File: config.mk
export PLATFORM = sky130hd
export DESIGN_NAME = mpt_panel_timing
export DESIGN_NICKNAME = d
export VERILOG_FILES = /design/src/hw/mpt_pkg.sv /design/src/hw/mpt_panel_timing.sv /design/src/hw/mpt_pix_en.sv
export SDC_FILE = /design/constraint.sdc
export NUM_CORES = 1
export LEC_CHECK = 0
export BUFFER_PORTS_ARGS = -buffer_cell sky130_fd_sc_hd__buf_2
export CAP_MARGIN = 30
export CORE_ASPECT_RATIO = 0.9
export CORE_UTILIZATION = 53
export DETAILED_ROUTE_END_ITERATION = 8
export PLACE_DENSITY = 0.78
export SETUP_SLACK_MARGIN = 0.3
export SYNTH_ARGS = -nofsm -noshare
export SYNTH_HDL_FRONTEND = slang
export SYNTH_SLANG_ARGS = --single-unit
export TNS_END_PERCENT = 1
File: constraint.sdc
create_clock -name clk -period 4 [get_ports clk]
set_input_delay 0.4 -clock clk [delete_from_list [all_inputs] [get_ports clk]]
set_output_delay 0.4 -clock clk [all_outputs]
set_load 0.02 [all_outputs]
File: src/hw/mpt_pkg.sv
// Package: register map, field positions, reset values and panel timing constants
package mpt_pkg;

  // ----------------------------------------------------------------
  // Register indices (byte address is four times the index)
  // ----------------------------------------------------------------
  localparam logic [7:0] IDX_CLK_CFG = 8'h02;
  localparam logic [7:0] IDX_MODE = 8'h03;
  localparam logic [7:0] IDX_HWIDTH = 8'h04;
  localparam logic [7:0] IDX_HBLANK = 8'h08;
  localparam logic [7:0] IDX_PWR_CTRL = 8'h0A;
  localparam logic [7:0] IDX_VLINES = 8'h0C;
  localparam logic [7:0] IDX_PATTERN = 8'h10;
  localparam logic [7:0] IDX_STATUS = 8'h11;

  // ----------------------------------------------------------------
  // Field positions and widths
  // ----------------------------------------------------------------
  localparam int CLK_DIV_BIT = 4;
  localparam int MODE_EN_BIT = 0;
  localparam int PWR_FORCE_BIT = 0;
  localparam int HW_W = 7;
  localparam int HB_W = 5;
  localparam int VL_W = 10;
  localparam int H_W = 11;
  localparam int SLP_W = 7;

  // ----------------------------------------------------------------
  // Reset values
  // ----------------------------------------------------------------
  localparam logic [HW_W-1:0] HWIDTH_RST = 7'h27;
  localparam logic [HB_W-1:0] HBLANK_RST = 5'h00;
  localparam logic [VL_W-1:0] VLINES_RST = 10'h0EF;
  localparam logic [31:0] PATTERN_RST = 32'h0000_0000;

  // ----------------------------------------------------------------
  // Panel timing in pixel clocks
  // ----------------------------------------------------------------
  localparam int PIX_UNIT = 8;
  localparam int BLANK_ADD = 4;
  localparam int LP_WIDTH = 9;
  localparam int FP_HOLD = 9;
  localparam int MOD_DELAY = 1;
  localparam int SHIFT_LEAD = 23;
  localparam logic [H_W-1:0] ACT_START = H_W'(LP_WIDTH + SHIFT_LEAD);
  localparam logic [SLP_W-1:0] SLEEP_FRAMES = 7'h7F;

endpackage

File: src/hw/mpt_panel_timing.sv
// Monochrome 4-bit panel timing, power sequencing and APB register file
//
// Local design decisions: the placing of the registers and the APB slave port.
`timescale 1ns/1ps

// Summary of operation
// RULE1 - Line period: (width+1)*8 plus (blank+4)*8
// RULE2 - Frame pulse holds 9 after line fall
// RULE3 - Frame pulse sets up line period minus 9
// RULE4 - Line pulse stays high 9 pixel clocks
// RULE5 - AC bias toggles 1+ clock after line rise
// RULE6 - Shift clock period 4: low 2, high 2
// RULE7 - Nibble on upper lines, stable around fall
// RULE8 - First shift rise 23 after line fall
// RULE9 - First shift fall 2 after first rise
// RULE10 - Last shift fall to line rise: blank*8+2
// RULE11 - Last shift fall to line fall: blank*8+11
// RULE12 - Display enable activates outputs within one frame
// RULE13 - Power comes up with signals, same frame
// RULE14 - Force-off: sleep toggles signals within a frame
// RULE15 - Sleep drops power, signals run 127 frames
// RULE16 - Wake restores signals and power together
// RULE17 - Force-off bit switches power within a frame
// RULE18 - Software sets divide bit above 25 MHz
// RULE19 - All timing from one pixel clock enable
module mpt_panel_timing (
  input wire logic clk,
  input wire logic rst_b,
  input wire logic psel,
  input wire logic penable,
  input wire logic pwrite,
  input wire logic [7:0] paddr,
  input wire logic [31:0] pwdata,
  output logic [31:0] prdata,
  output logic pready,
  output logic pslverr,
  input wire logic hardware_sleep_input,
  output logic line_pulse_out,
  output logic frame_pulse_out,
  output logic shift_clock_out,
  output logic [7:0] panel_data_out,
  output logic panel_data_valid,
  output logic ac_bias_toggle,
  output logic panel_power_enable
);

  // ----------------------------------------------------------------
  // State
  // ----------------------------------------------------------------
  // Drain keeps the panel scanned with power off so it discharges cleanly
  typedef enum logic [1:0] {
    MPT_PWR_DARK = 2'b00,
    MPT_PWR_LIVE = 2'b01,
    MPT_PWR_DRAIN = 2'b10
  } mpt_pwr_t;

  typedef struct packed {
    logic clk_div;
    logic disp_en;
    logic [mpt_pkg::HW_W-1:0] hwidth;
    logic [mpt_pkg::HB_W-1:0] hblank;
    logic force_off;
    logic [mpt_pkg::VL_W-1:0] vlines;
    logic [31:0] pattern;
    logic [31:0] rdata;
    logic slverr;
    logic [mpt_pkg::H_W-1:0] hcnt;
    logic [mpt_pkg::VL_W-1:0] vcnt;
    logic sig_on;
    logic pwr_on;
    mpt_pwr_t pst;
    logic [mpt_pkg::SLP_W-1:0] slp_cnt;
    logic lp;
    logic fp;
    logic sc;
    logic [7:0] dat;
    logic dv;
    logic ac;
  } mpt_state_t;

  mpt_state_t q_r;
  mpt_state_t q_nxt;
  logic pix_en;

  // ----------------------------------------------------------------
  // Helpers
  // ----------------------------------------------------------------
  function automatic logic addr_is(input logic [7:0] addr, input logic [7:0] idx);
    addr_is = (addr == 8'(idx << 2));
  endfunction

  function automatic logic [3:0] nib_sel(input logic [31:0] pat, input logic [2:0] idx);
    nib_sel = pat[{idx, 2'b00} +: 4];
  endfunction

  function automatic logic addr_known(input logic [7:0] addr);
    addr_known = addr_is(addr, mpt_pkg::IDX_CLK_CFG) || addr_is(addr, mpt_pkg::IDX_MODE) ||
                 addr_is(addr, mpt_pkg::IDX_HWIDTH) || addr_is(addr, mpt_pkg::IDX_HBLANK) ||
                 addr_is(addr, mpt_pkg::IDX_PWR_CTRL) || addr_is(addr, mpt_pkg::IDX_VLINES) ||
                 addr_is(addr, mpt_pkg::IDX_PATTERN) || addr_is(addr, mpt_pkg::IDX_STATUS);
  endfunction

  // ----------------------------------------------------------------
  // Pixel clock enable
  // ----------------------------------------------------------------
  // Above 25 MHz core clock software must set the divide bit [RULE18]
  mpt_pix_en u_pix_en (
    .clk(clk),
    .rst_b(rst_b),
    .div2(q_r.clk_div),
    .pix_en(pix_en)
  );

  // ----------------------------------------------------------------
  // Next state
  // ----------------------------------------------------------------
  logic [mpt_pkg::H_W-1:0] act_len;
  logic [mpt_pkg::H_W-1:0] line_len;
  logic [mpt_pkg::H_W-1:0] rel;
  logic line_end;
  logic last_line;
  logic frame_tick;
  logic act;
  logic wr;

  always_comb begin
    q_nxt = q_r;
    // Active pixels take (width+1)*8, blanking (blank+4)*8 [RULE1]
    act_len = mpt_pkg::H_W'({4'h0, q_r.hwidth} + 11'h001) * mpt_pkg::H_W'(mpt_pkg::PIX_UNIT);
    line_len = act_len +
               mpt_pkg::H_W'({6'h00, q_r.hblank} + mpt_pkg::H_W'(mpt_pkg::BLANK_ADD)) *
               mpt_pkg::H_W'(mpt_pkg::PIX_UNIT); // [RULE1]
    line_end = (q_r.hcnt == line_len - 11'h001);
    last_line = (q_r.vcnt == q_r.vlines);
    // Power decisions are taken on the last line just before the frame pulse
    // rises, so outputs never start or stop in the middle of a frame pulse.
    frame_tick = pix_en && last_line &&
                 (q_r.hcnt == mpt_pkg::H_W'(mpt_pkg::LP_WIDTH - 1)); // [RULE19]
    rel = q_r.hcnt - mpt_pkg::ACT_START;
    act = (q_r.hcnt >= mpt_pkg::ACT_START) && (rel < act_len);
    wr = psel && penable && pwrite;

    // APB: read data captured in the setup cycle, so pready can stay high
    if (psel && !penable) begin
      q_nxt.slverr = !addr_known(paddr);
      q_nxt.rdata = 32'h0000_0000;
      if (addr_is(paddr, mpt_pkg::IDX_CLK_CFG)) begin
        q_nxt.rdata[mpt_pkg::CLK_DIV_BIT] = q_r.clk_div;
      end
      if (addr_is(paddr, mpt_pkg::IDX_MODE)) begin
        q_nxt.rdata[mpt_pkg::MODE_EN_BIT] = q_r.disp_en;
      end
      if (addr_is(paddr, mpt_pkg::IDX_HWIDTH)) begin
        q_nxt.rdata[mpt_pkg::HW_W-1:0] = q_r.hwidth;
      end
      if (addr_is(paddr, mpt_pkg::IDX_HBLANK)) begin
        q_nxt.rdata[mpt_pkg::HB_W-1:0] = q_r.hblank;
      end
      if (addr_is(paddr, mpt_pkg::IDX_PWR_CTRL)) begin
        q_nxt.rdata[mpt_pkg::PWR_FORCE_BIT] = q_r.force_off;
      end
      if (addr_is(paddr, mpt_pkg::IDX_VLINES)) begin
        q_nxt.rdata[mpt_pkg::VL_W-1:0] = q_r.vlines;
      end
      if (addr_is(paddr, mpt_pkg::IDX_PATTERN)) begin
        q_nxt.rdata = q_r.pattern;
      end
      if (addr_is(paddr, mpt_pkg::IDX_STATUS)) begin
        q_nxt.rdata = {12'h000, q_r.vcnt, q_r.slp_cnt, hardware_sleep_input,
                       q_r.pwr_on, q_r.sig_on};
      end
    end

    if (wr) begin
      if (addr_is(paddr, mpt_pkg::IDX_CLK_CFG)) begin
        q_nxt.clk_div = pwdata[mpt_pkg::CLK_DIV_BIT];
      end
      if (addr_is(paddr, mpt_pkg::IDX_MODE)) begin
        q_nxt.disp_en = pwdata[mpt_pkg::MODE_EN_BIT];
      end
      if (addr_is(paddr, mpt_pkg::IDX_HWIDTH)) begin
        q_nxt.hwidth = pwdata[mpt_pkg::HW_W-1:0];
      end
      if (addr_is(paddr, mpt_pkg::IDX_HBLANK)) begin
        q_nxt.hblank = pwdata[mpt_pkg::HB_W-1:0];
      end
      if (addr_is(paddr, mpt_pkg::IDX_PWR_CTRL)) begin
        q_nxt.force_off = pwdata[mpt_pkg::PWR_FORCE_BIT];
      end
      if (addr_is(paddr, mpt_pkg::IDX_VLINES)) begin
        q_nxt.vlines = pwdata[mpt_pkg::VL_W-1:0];
      end
      if (addr_is(paddr, mpt_pkg::IDX_PATTERN)) begin
        q_nxt.pattern = pwdata;
      end
    end

    // ----------------------------------------------------------------
    // Horizontal and vertical counters, always running so that frame
    // boundaries exist even while the panel is dark
    // ----------------------------------------------------------------
    if (pix_en) begin
      if (line_end || (q_r.hcnt >= line_len)) begin
        q_nxt.hcnt = '0;
        q_nxt.vcnt = (last_line || (q_r.vcnt > q_r.vlines)) ? '0 : q_r.vcnt + 10'h001;
      end else begin
        q_nxt.hcnt = q_r.hcnt + 11'h001;
      end
      // Toggle once per line, clear of the line pulse rising edge [RULE5]
      if (q_r.hcnt == mpt_pkg::H_W'(mpt_pkg::MOD_DELAY) && q_r.sig_on) begin
        q_nxt.ac = ~q_r.ac;
      end
    end

    // ----------------------------------------------------------------
    // Power sequencing, once per frame
    // ----------------------------------------------------------------
    if (frame_tick) begin
      case (q_r.pst)
        MPT_PWR_DARK: begin
          if (q_r.disp_en && !hardware_sleep_input) begin
            // Display on: signals, and power with them unless force_off is set [RULE12] [RULE13] [RULE14] [RULE16]
            q_nxt.pst = MPT_PWR_LIVE;
            q_nxt.sig_on = 1'b1;
            q_nxt.pwr_on = !q_r.force_off; // [RULE17]
            q_nxt.slp_cnt = '0;
          end
        end
        MPT_PWR_LIVE: begin
          if (!q_r.disp_en || (hardware_sleep_input && q_r.force_off)) begin
            q_nxt.pst = MPT_PWR_DARK;
            q_nxt.sig_on = 1'b0; // [RULE14]
            q_nxt.pwr_on = 1'b0;
          end else if (hardware_sleep_input) begin
            // Count starts at one: the frame now beginning is the first unpowered one
            q_nxt.pst = MPT_PWR_DRAIN;
            q_nxt.pwr_on = 1'b0; // [RULE15]
            q_nxt.slp_cnt = 7'h01;
          end else begin
            q_nxt.pwr_on = !q_r.force_off; // [RULE17]
          end
        end
        MPT_PWR_DRAIN: begin
          if (!q_r.disp_en || (hardware_sleep_input && q_r.force_off)) begin
            q_nxt.pst = MPT_PWR_DARK;
            q_nxt.sig_on = 1'b0;
          end else if (!hardware_sleep_input) begin
            // Wake: power returns while the signals are still running [RULE16]
            q_nxt.pst = MPT_PWR_LIVE;
            q_nxt.pwr_on = !q_r.force_off;
            q_nxt.slp_cnt = '0;
          end else if (q_r.slp_cnt == mpt_pkg::SLEEP_FRAMES) begin
            q_nxt.pst = MPT_PWR_DARK;
            q_nxt.sig_on = 1'b0; // [RULE15]
          end else begin
            q_nxt.slp_cnt = q_r.slp_cnt + 7'h01;
          end
        end
        default: begin
          q_nxt.pst = MPT_PWR_DARK;
          q_nxt.sig_on = 1'b0;
          q_nxt.pwr_on = 1'b0;
        end
      endcase
    end

    // ----------------------------------------------------------------
    // Panel outputs, registered from the counters
    // ----------------------------------------------------------------
    q_nxt.lp = q_r.sig_on && (q_r.hcnt < mpt_pkg::H_W'(mpt_pkg::LP_WIDTH)); // [RULE4]
    // High from the last line's line-fall to 9 after first line's fall [RULE2] [RULE3]
    q_nxt.fp = q_r.sig_on &&
               ((last_line && q_r.hcnt >= mpt_pkg::H_W'(mpt_pkg::LP_WIDTH)) ||
                (q_r.vcnt == '0 &&
                 q_r.hcnt < mpt_pkg::H_W'(mpt_pkg::LP_WIDTH + mpt_pkg::FP_HOLD)));
    // Active starts 23 after line fall, ends blank*8 before line rise; last shift fall is blank*8+2 before it
    // [RULE8] [RULE10] [RULE11]
    q_nxt.dv = q_r.sig_on && act;
    q_nxt.sc = q_r.sig_on && act && !rel[1]; // [RULE6] [RULE9]
    if (!q_r.sig_on || !act) begin
      q_nxt.dat = 8'h00;
    end else if (rel[1:0] == 2'b00) begin
      // Change on the shift rise: stable 2 before and 2 after its fall [RULE7]
      q_nxt.dat = {nib_sel(q_r.pattern, rel[4:2]), 4'h0};
    end
  end

  // ----------------------------------------------------------------
  // Registers
  // ----------------------------------------------------------------
  always_ff @(posedge clk or negedge rst_b) begin
    if (!rst_b) begin
      q_r <= '0;
      q_r.hwidth <= mpt_pkg::HWIDTH_RST;
      q_r.hblank <= mpt_pkg::HBLANK_RST;
      q_r.vlines <= mpt_pkg::VLINES_RST;
      q_r.pattern <= mpt_pkg::PATTERN_RST;
    end else begin
      q_r <= q_nxt;
    end
  end

  // ----------------------------------------------------------------
  // Outputs
  // ----------------------------------------------------------------
  assign pready = 1'b1;
  assign prdata = q_r.rdata;
  assign pslverr = q_r.slverr && psel && penable;
  assign line_pulse_out = q_r.lp;
  assign frame_pulse_out = q_r.fp;
  assign shift_clock_out = q_r.sc;
  assign panel_data_out = q_r.dat;
  assign panel_data_valid = q_r.dv;
  assign ac_bias_toggle = q_r.ac;
  assign panel_power_enable = q_r.pwr_on;

endmodule

File: src/hw/mpt_pix_en.sv
// Pixel clock enable: one pulse per core clock or per two core clocks
`timescale 1ns/1ps
module mpt_pix_en (
  input wire logic clk,
  input wire logic rst_b,
  input wire logic div2,
  output logic pix_en
);

  typedef struct packed {
    logic phase;
  } mpt_div_st_t;

  mpt_div_st_t q_r;
  mpt_div_st_t q_nxt;

  always_comb begin
    q_nxt = q_r;
    q_nxt.phase = div2 ? ~q_r.phase : 1'b0;
  end

  always_ff @(posedge clk or negedge rst_b) begin
    if (!rst_b) begin
      q_r <= '0;
    end else begin
      q_r <= q_nxt;
    end
  end

  // Every tick of the panel timing comes from this one enable [RULE19]
  assign pix_en = div2 ? q_r.phase : 1'b1;

endmodule

==> results of run 1 <==
==> per-layer routing <==
metal | track usage | up-vias
li1 | - | 2998
met1 | 0.3709 | 3264
met2 | 0.4309 | 300
met3 | 0.09536 | 49
met4 | 0.07849 | 0
met5 | 0 | -
==> power groups by stage <==
stage / Sequential [W] / Clock, W / Combinational [W]
floorplan: 0.00153 / 0 / 0.000612
global placement: 0.00155 / 0 / 0.000854
detailed placement: 0.00156 / 0 / 0.000876
CTS: 0.00153 / 0.00157 / 0.000903
global route: 0.00155 / 0.00164 / 0.00104
finish: 0.00154 / 0.00157 / 0.000944
==> timing repair <==
item	4_1_cts	5_1_grt
hold buffers	1	0
buffers inserted	13	12
gates resized for setup	21	31
pin swaps	11	28
endpoints found under the hold margin	27	0
cloned	1	1
setup endpoints to repair	21	21
==> sequential cells by signal, indices dropped and copies added, names as in the netlist <==
name	flops
q_r	89
prdata	32
panel_data_out	4
shift_clock_out	1
panel_data_valid	1
frame_pulse_out	1
panel_power_enable	1
line_pulse_out	1
ac_bias_toggle	1
u_pix_en.q_r	1
==> worst paths after layout <==
kind,from,to,slack (ns),cells past startpoint
max,q_r[128],q_r[25],0.18,14
min in group asynchronous,rst_b,q_r[20],0.41,2
max in group asynchronous,rst_b,q_r[112],2.88,3
min reg2reg,prdata[27],prdata[27],0.48,2
min,pwdata[16],q_r[94],0.20,2
max reg2reg,q_r[128],q_r[25],0.18,14
==> per-stage QoR <==
step	utilization	worst slack, ns
final	0.6465	0.1839
after global routing	0.6465	0.03049
after CTS	0.6286	0.2945
after detailed placement	0.5747	0.02416
after global placement	0.5715	0.08521
after floorplan	-	0.3594
==> cell families (layout without fill, tap and decap cells) <==
family                     Yosys count  in the layout  share of synthesized area
AOI/OAI and AO/OA                  173            173                     0.1395
muxes                               75             75                     0.1149
other                                2              5                  0.0009304
adders and majority gates           50             50                    0.07844
and+or+nand+nor                    238            239                     0.1456
DFF                                132            132                     0.4109
xor gates and xnor gates            27             27                    0.03534
buffers and inverters              116            197                    0.07441
==> cells in the mapped netlist, drive strengths merged, types with 15 or more instances <==
library cell,instances
a21oi,17
and3,16
buf,51
clkbuf,26
dfrtp,121
ha,49
inv,39
mux2,61
nand2,80
nand2b,17
nand3,22
nor2,39
nor3,15
o21ai,80
xnor2,17
==> cell type report <==
cell class / instances / area, sq um
clock buffers: 18 / 439.2
clock inverters: 14 / 151.4
fillers: 1089 / 5220
flip-flops and latches: 132 / 3317
well taps: 198 / 247.7
inverters: 39 / 148.9
multi-input cells: 569 / 4468
repair buffers: 126 / 774.5
==> summary.txt, run 1 <==
Outcome
  – Run status: completed

Global route
  – Largest net degree at the start of global routing: 81
  – Number of global-route vias before repair: 6326
  – GRT overflow: 0
  – Gr usage total: 0.2785
  – First-pass GRT wire length: between 30 and 40 mm
  – Initial antenna violation count: 0

Final layout
  – Most frequent cells in the layout: dfrtp_1, buf_2, nand2_1
  – Final instance area: 0.009547 sq mm
  – Final net count: 981
  – Final Non-Filler Cells: between 1000 and 1500
  – Diodes inserted: 0
  – Share of layout cells above drive strength 1: 0.3241
  – Commonest non-fill, non-tap cell in the layout: dfrtp_1
  – Area growth, synth to finish: 18.28%

Clocking
  – CTS max path bufs: 2
  – Worst skew pair latency: 0.43 ns
  – CTS H-tree lvls: 4
  – Clock transition at the registers of the reported paths: 0.06 ns
  – CTS tree: built
  – Root Driver: clkbuf_16
  – CTS buffer count: 17
  – Sink Count: 132

Worst setup path
  – Largest stage delay, worst path: between 0.5 and 0.6 ns
  – Req. time, crit path: between 4 and 5 ns
  – CP max-delay cell: dfstp_2
  – Crit path max-delay family: simple AND/OR/NAND/NOR gates
  – CP endpoint kind: flip-flop
  – Crit path cell chain: nand3_1, nor2_2, xor2_1, ha_1, nor4b_1, or3b_4, inv_4, ha_4, or4_4, a31o_4, a21oi_4, nor2_1, buf_4, o22ai_2
  – Crit path max fanout: 8
  – WS Path Type: reg2reg
  – Worst Path Buf+Inv: 2
  – WP data arrival: 4.16 ns
  – CP Launch Type: flip-flop

Logic synthesis
  – Yosys warnings: 0
  – Asr flop ratio synth: 1.000
  – Synthesized flop and latch total: 132
  – Synth Flop Type: dfrtp_1
  – EDFF count, synth: 0
  – Syn avg cell area: 9.928 sq um
  – Syn Inst Count: 813
  – Sequential area share after synthesis: 0.4109
  – Yosys top cell area share: 0.3751
  – Cell variety after synth: 64
  – Synth top area cells: dfrtp_1, mux2_2, ha_1
  – Area leader, netlist: dfrtp_1
  – Mapped Area: 0.008071 sq mm

Timing
  – Slew @ Worst Pin: 0.8883 ns
  – Clock skew: 0.01037 ns
  – Hold slack: 0.2049 ns
  – Setup_tns: 0 ns
  – Max-slew violation count: 0
  – Tmin final: approximately 3.8 ns
  – RSZ-0062 raised after global routing: true
  – Fin crit share: 0.9540
  – Final setup fails: 0
  – Fmax: between 200 and 300 MHz
  – Hold Fails Final Rpt: 0
  – Slew Limit Headroom: 0.4036

Flow run
  – Number of max-cap violations: 0

Place
  – Dpl cells: 1036
  – Hpwl dp: 14.65 mm
  – Placed Area: between 0.008 and 0.009 sq mm
  – RD Place Congestion: 0.9062
  – Port bufs: 88

Power
  – Internal Dissipation: 0.002756 W
  – Flop pwr share: 0.380
  – Sw Pwr: 0.001296 W
  – Clock power frac: 0.387
  – Max IR drop VDD: 0.2901 mV
  – Static leakage: 4.467 nW
  – Tot Pwr: 0.004053 W
  – Pwr Density: 424.5 mW/mm^2
  – Comb pwr share: 0.233
  – Sw Share: 0.3199

Floorplan
  – Core Footprint: 0.01477 sq mm
  – Row count: 42
  – IO Pins: 94
  – Initial core utilization: 0.5466
  – Chip height: ~120 um
  – Die area: 0.01573 sq mm
  – DIE WIDTH: 132.1 um

Detailed routing
  – Avg WL per Cell: 19.76 um
  – Vias per std cell: 6.032
  – Total length of routed wires: approximately 22 mm
  – Via count: 6611
  – Initial DRC count: 781
  – WL met2: 10.02 mm
  – Pre-antenna DRT Iters: 5
  – Wl on met1: slightly above 9 mm
  – WL met3: between 1.5 and 2 mm
  – Routed Antenna Nets: 0
  – Residual DRC: 0
  – Max Used Layer: met4

Min path
  – Worst hold path type: in2reg
Power figures use the tool's default switching activity.
==> run 2, diff against run 1 <==
==> constraint.sdc (replaced) <==
create_clock -name clk -period 4 [get_ports clk]
set_input_delay 0.8 -clock clk [delete_from_list [all_inputs] [get_ports clk]]
set_output_delay 0.8 -clock clk [all_outputs]
set_load 0.02 [all_outputs]
==> run 2 against run 1 <==
Clock skew is 0.0031 ns lower. Non-clock buffer count is 11 lower. Largest power group unchanged. Power is 1.9% higher. Combinational power is 0.7% lower. Clock-buffer cell count is 2 higher. Sequential share of layout area is 0.18 points lower. Worst setup slack better by 0.077 ns.
==> summary.txt, run 2 (synthesized netlist as in run 1, its figures left out) <==
Outcome
  – Run status: completed

Flow run
  – Number of max-cap violations: 0 (unchanged)

Detailed routing
  – Avg WL per Cell: 19.83 um (+0.33%)
  – Via count: 6612 (+0.015%)
  – Pre-antenna DRT Iters: 6 (+1)
  – Initial DRC count: 544 (-30%)
  – Routed Antenna Nets: 0 (unchanged)
  – Total length of routed wires: 21.49 mm (-0.77%)
  – Vias per std cell: 6.100 (+1.1%)
  – Residual DRC: 0 (unchanged)

Worst setup path
  – CP max-delay cell: dfstp_2
  – Largest stage delay, worst path: 0.62 ns (+0.03 ns)
  – Crit path cell chain: ha_4, xor2_4, ha_4, a211o_1, a21oi_1, or2_4, xnor2_4, ha_2, or4_4, a31o_4, a21oi_4, nor2_1, buf_4, o22ai_2
  – Crit path max fanout: 8 (unchanged)
  – Reg2Reg Depth: 14 (unchanged)
  – CP endpoint kind: flip-flop
  – CP most frequent cell: ha_4
  – Req. time, crit path: 4.34 ns (about the same)
  – WP data arrival: 4.08 ns (-0.08 ns)
  – CP Launch Type: flip-flop
  – Worst reg2reg path startpoint: q_r[126]
  – Worst flop-to-flop path endpoint: q_r[25]
  – Flop-to-flop setup slack: 0.26 ns (+0.08 ns)
  – WS Path Type: reg2reg

Timing
  – Tmin final: 3.739 ns (-0.07686 ns)
  – RSZ-0062 raised after global routing: true
  – Fmax: 267.4 MHz (+2.1%)
  – Fin crit share: 0.9348 (-0.01922)
  – Max-slew violation count: 0 (unchanged)
  – Hold Fails Final Rpt: 0 (unchanged)
  – Slew @ Worst Pin: 0.8998 ns (+0.01149 ns)
  – Clock skew: 0.007280 ns (-0.003089 ns)
  – Final setup fails: 0 (unchanged)
  – Hold slack: 0.4709 ns (+0.2660 ns)
  – Slew Limit Headroom: 0.4001 (-0.003408)

Final layout
  – Largest reg by FF count: q_r
  – Final Non-Filler Cells: 1084 (-1.1%)
  – Diodes inserted: 0 (unchanged)
  – Share of layout cells above drive strength 1: 0.3239 (about the same)
  – Most frequent cells in the layout: dfrtp_1, buf_2, nand2_1
  – Number of fillers in the final layout: 1078 (-1.0%)
  – Final instance area: 0.009595 sq mm (+0.51%)
  – Max reg flops: 89 (unchanged)
  – Commonest non-fill, non-tap cell in the layout: dfrtp_1
  – Final net count: 970 (-1.1%)
  – Area growth, synth to finish: 18.88%

Power
  – Pwr Density: 430.6 mW/mm^2 (+1.4%)
  – Tot Pwr: 0.004131 W (+1.9%)
  – Sw Pwr: 0.001258 W (-3.0%)
  – Clock power frac: 0.400 (+0.013)
  – Static leakage: 4.420 nW (-1.1%)
  – Flop pwr share: 0.373 (-0.007)
  – Internal Dissipation: 0.002874 W (+4.3%)
  – Max IR drop VDD: 0.3956 mV (+36%)
  – Sw Share: 0.3045 (-0.01543)
  – Comb pwr share: 0.227 (-0.006)

Clocking
  – CTS buffer count: 17 (unchanged)
  – Clock transition at the registers of the reported paths: 0.06 ns (about the same)
  – Sink Count: 132 (unchanged)
  – CTS tree: built
  – Root Driver: clkbuf_16
  – CTS max path bufs: 2 (unchanged)
  – Worst skew pair latency: 0.42 ns (about the same)
  – CTS H-tree lvls: 4 (unchanged)

Global route
  – Largest net degree at the start of global routing: 97 (+20%)
  – Gr usage total: 0.2803 (+0.001789)
  – GRT overflow: 0 (unchanged)
  – Initial antenna violation count: 0 (unchanged)
  – First-pass GRT wire length: 33.87 mm (+1.2%)
  – Number of global-route vias before repair: 6380 (+0.85%)

Floorplan
  – Core Footprint: 0.01477 sq mm (unchanged)
  – Die area: 0.01573 sq mm (unchanged)
  – Row count: 42 (unchanged)
  – IO Pins: 94 (unchanged)
  – DIE WIDTH: 132.1 um (unchanged)
  – Chip height: 119.1 um (unchanged)
  – Initial core utilization: 0.5466 (unchanged)

Min path
  – Worst hold path type: reg2reg
  – WHS Endpoint: ac_bias_toggle
  – Origin of the worst min-delay path: ac_bias_toggle
  – Hold path cells: 1 (-1)

Place
  – Dpl cells: 1037 (+0.097%)
  – RD Place Congestion: 0.8947 (-1.3%)
  – Hpwl dp: 14.81 mm (+1.1%)
  – Port bufs: 88 (unchanged)
  – Placed Area: 0.008487 sq mm (unchanged)
run 2: repair_timing:
item | 4_1_cts | 5_1_grt
pin swaps | 11 | 21
hold buffers | 0 | 0
buffers inserted | 5 | 9
setup endpoints to repair | 21 | 21
resized for setup | 19 | 45
cloned | 1 | 1
run 2: power groups by stage:
stage               combinational, W  sequential, W  clock (W)
floorplan                   0.000612        0.00153          0
global placement            0.000856        0.00155          0
detailed placement          0.000875        0.00156          0
CTS                         0.000900        0.00154    0.00166
global route                 0.00104        0.00155    0.00173
finish                      0.000937        0.00154    0.00165
run 2: worst max-delay path by stage:
stage               to  slack (ns)      from  cells past startpoint
6_report       q_r[25]        0.26  q_r[126]                     14
2_1_floorplan  q_r[33]        0.36  q_r[126]                     14
3_3_place_gp   q_r[24]        0.09  q_r[126]                     15
5_1_grt        q_r[25]        0.16  q_r[126]                     14
3_5_place_dp   q_r[31]       -0.02  q_r[126]                     15
4_1_cts        q_r[36]        0.29  q_r[126]                     15
run 2: worst max-delay path: cells and delay by family, from the launching register on:
family,cells,cell delay (ns)
flip-flops,1,0.62
XOR/XNOR,2,0.28
adder cells (fa/ha/maj),3,0.68
AO/OA/AOI/OAI,5,1.12
AND/OR/NAND/NOR,3,0.78
buffers and inverters,1,0.19
run 2: cell type report:
type	count	area [sq um]	area share
Sequential cell	132	3317	0.3457
Clock buffer	20	446.7	0.04655
Tap cell	198	247.7	0.02582
Timing Repair Buffer	115	694.4	0.07237
Inverter	39	146.4	0.01526
Multi-Input combinational cell	569	4567	0.4759
Clock inverter	11	176.4	0.01839
run 2: routing by layer:
layer  track usage  wire, um  vias up
li1              -         -     2972
met1        0.4054      9312     3236
met2        0.4167      9711      358
met3       0.05321      1923       46
met4        0.1061       545        0
met5             0         0        -
run 2: metrics by stage:
stage,TNS [ns],utilization,setup WS [ns]
2_1_floorplan,0,-,0.3594
5_1_grt,0,0.6498,0.1589
3_5_place_dp,-0.04791,0.5747,-0.01741
4_1_cts,0,0.6251,0.2902
6_report,0,0.6498,0.2608
3_3_place_gp,0,0.5734,0.09076
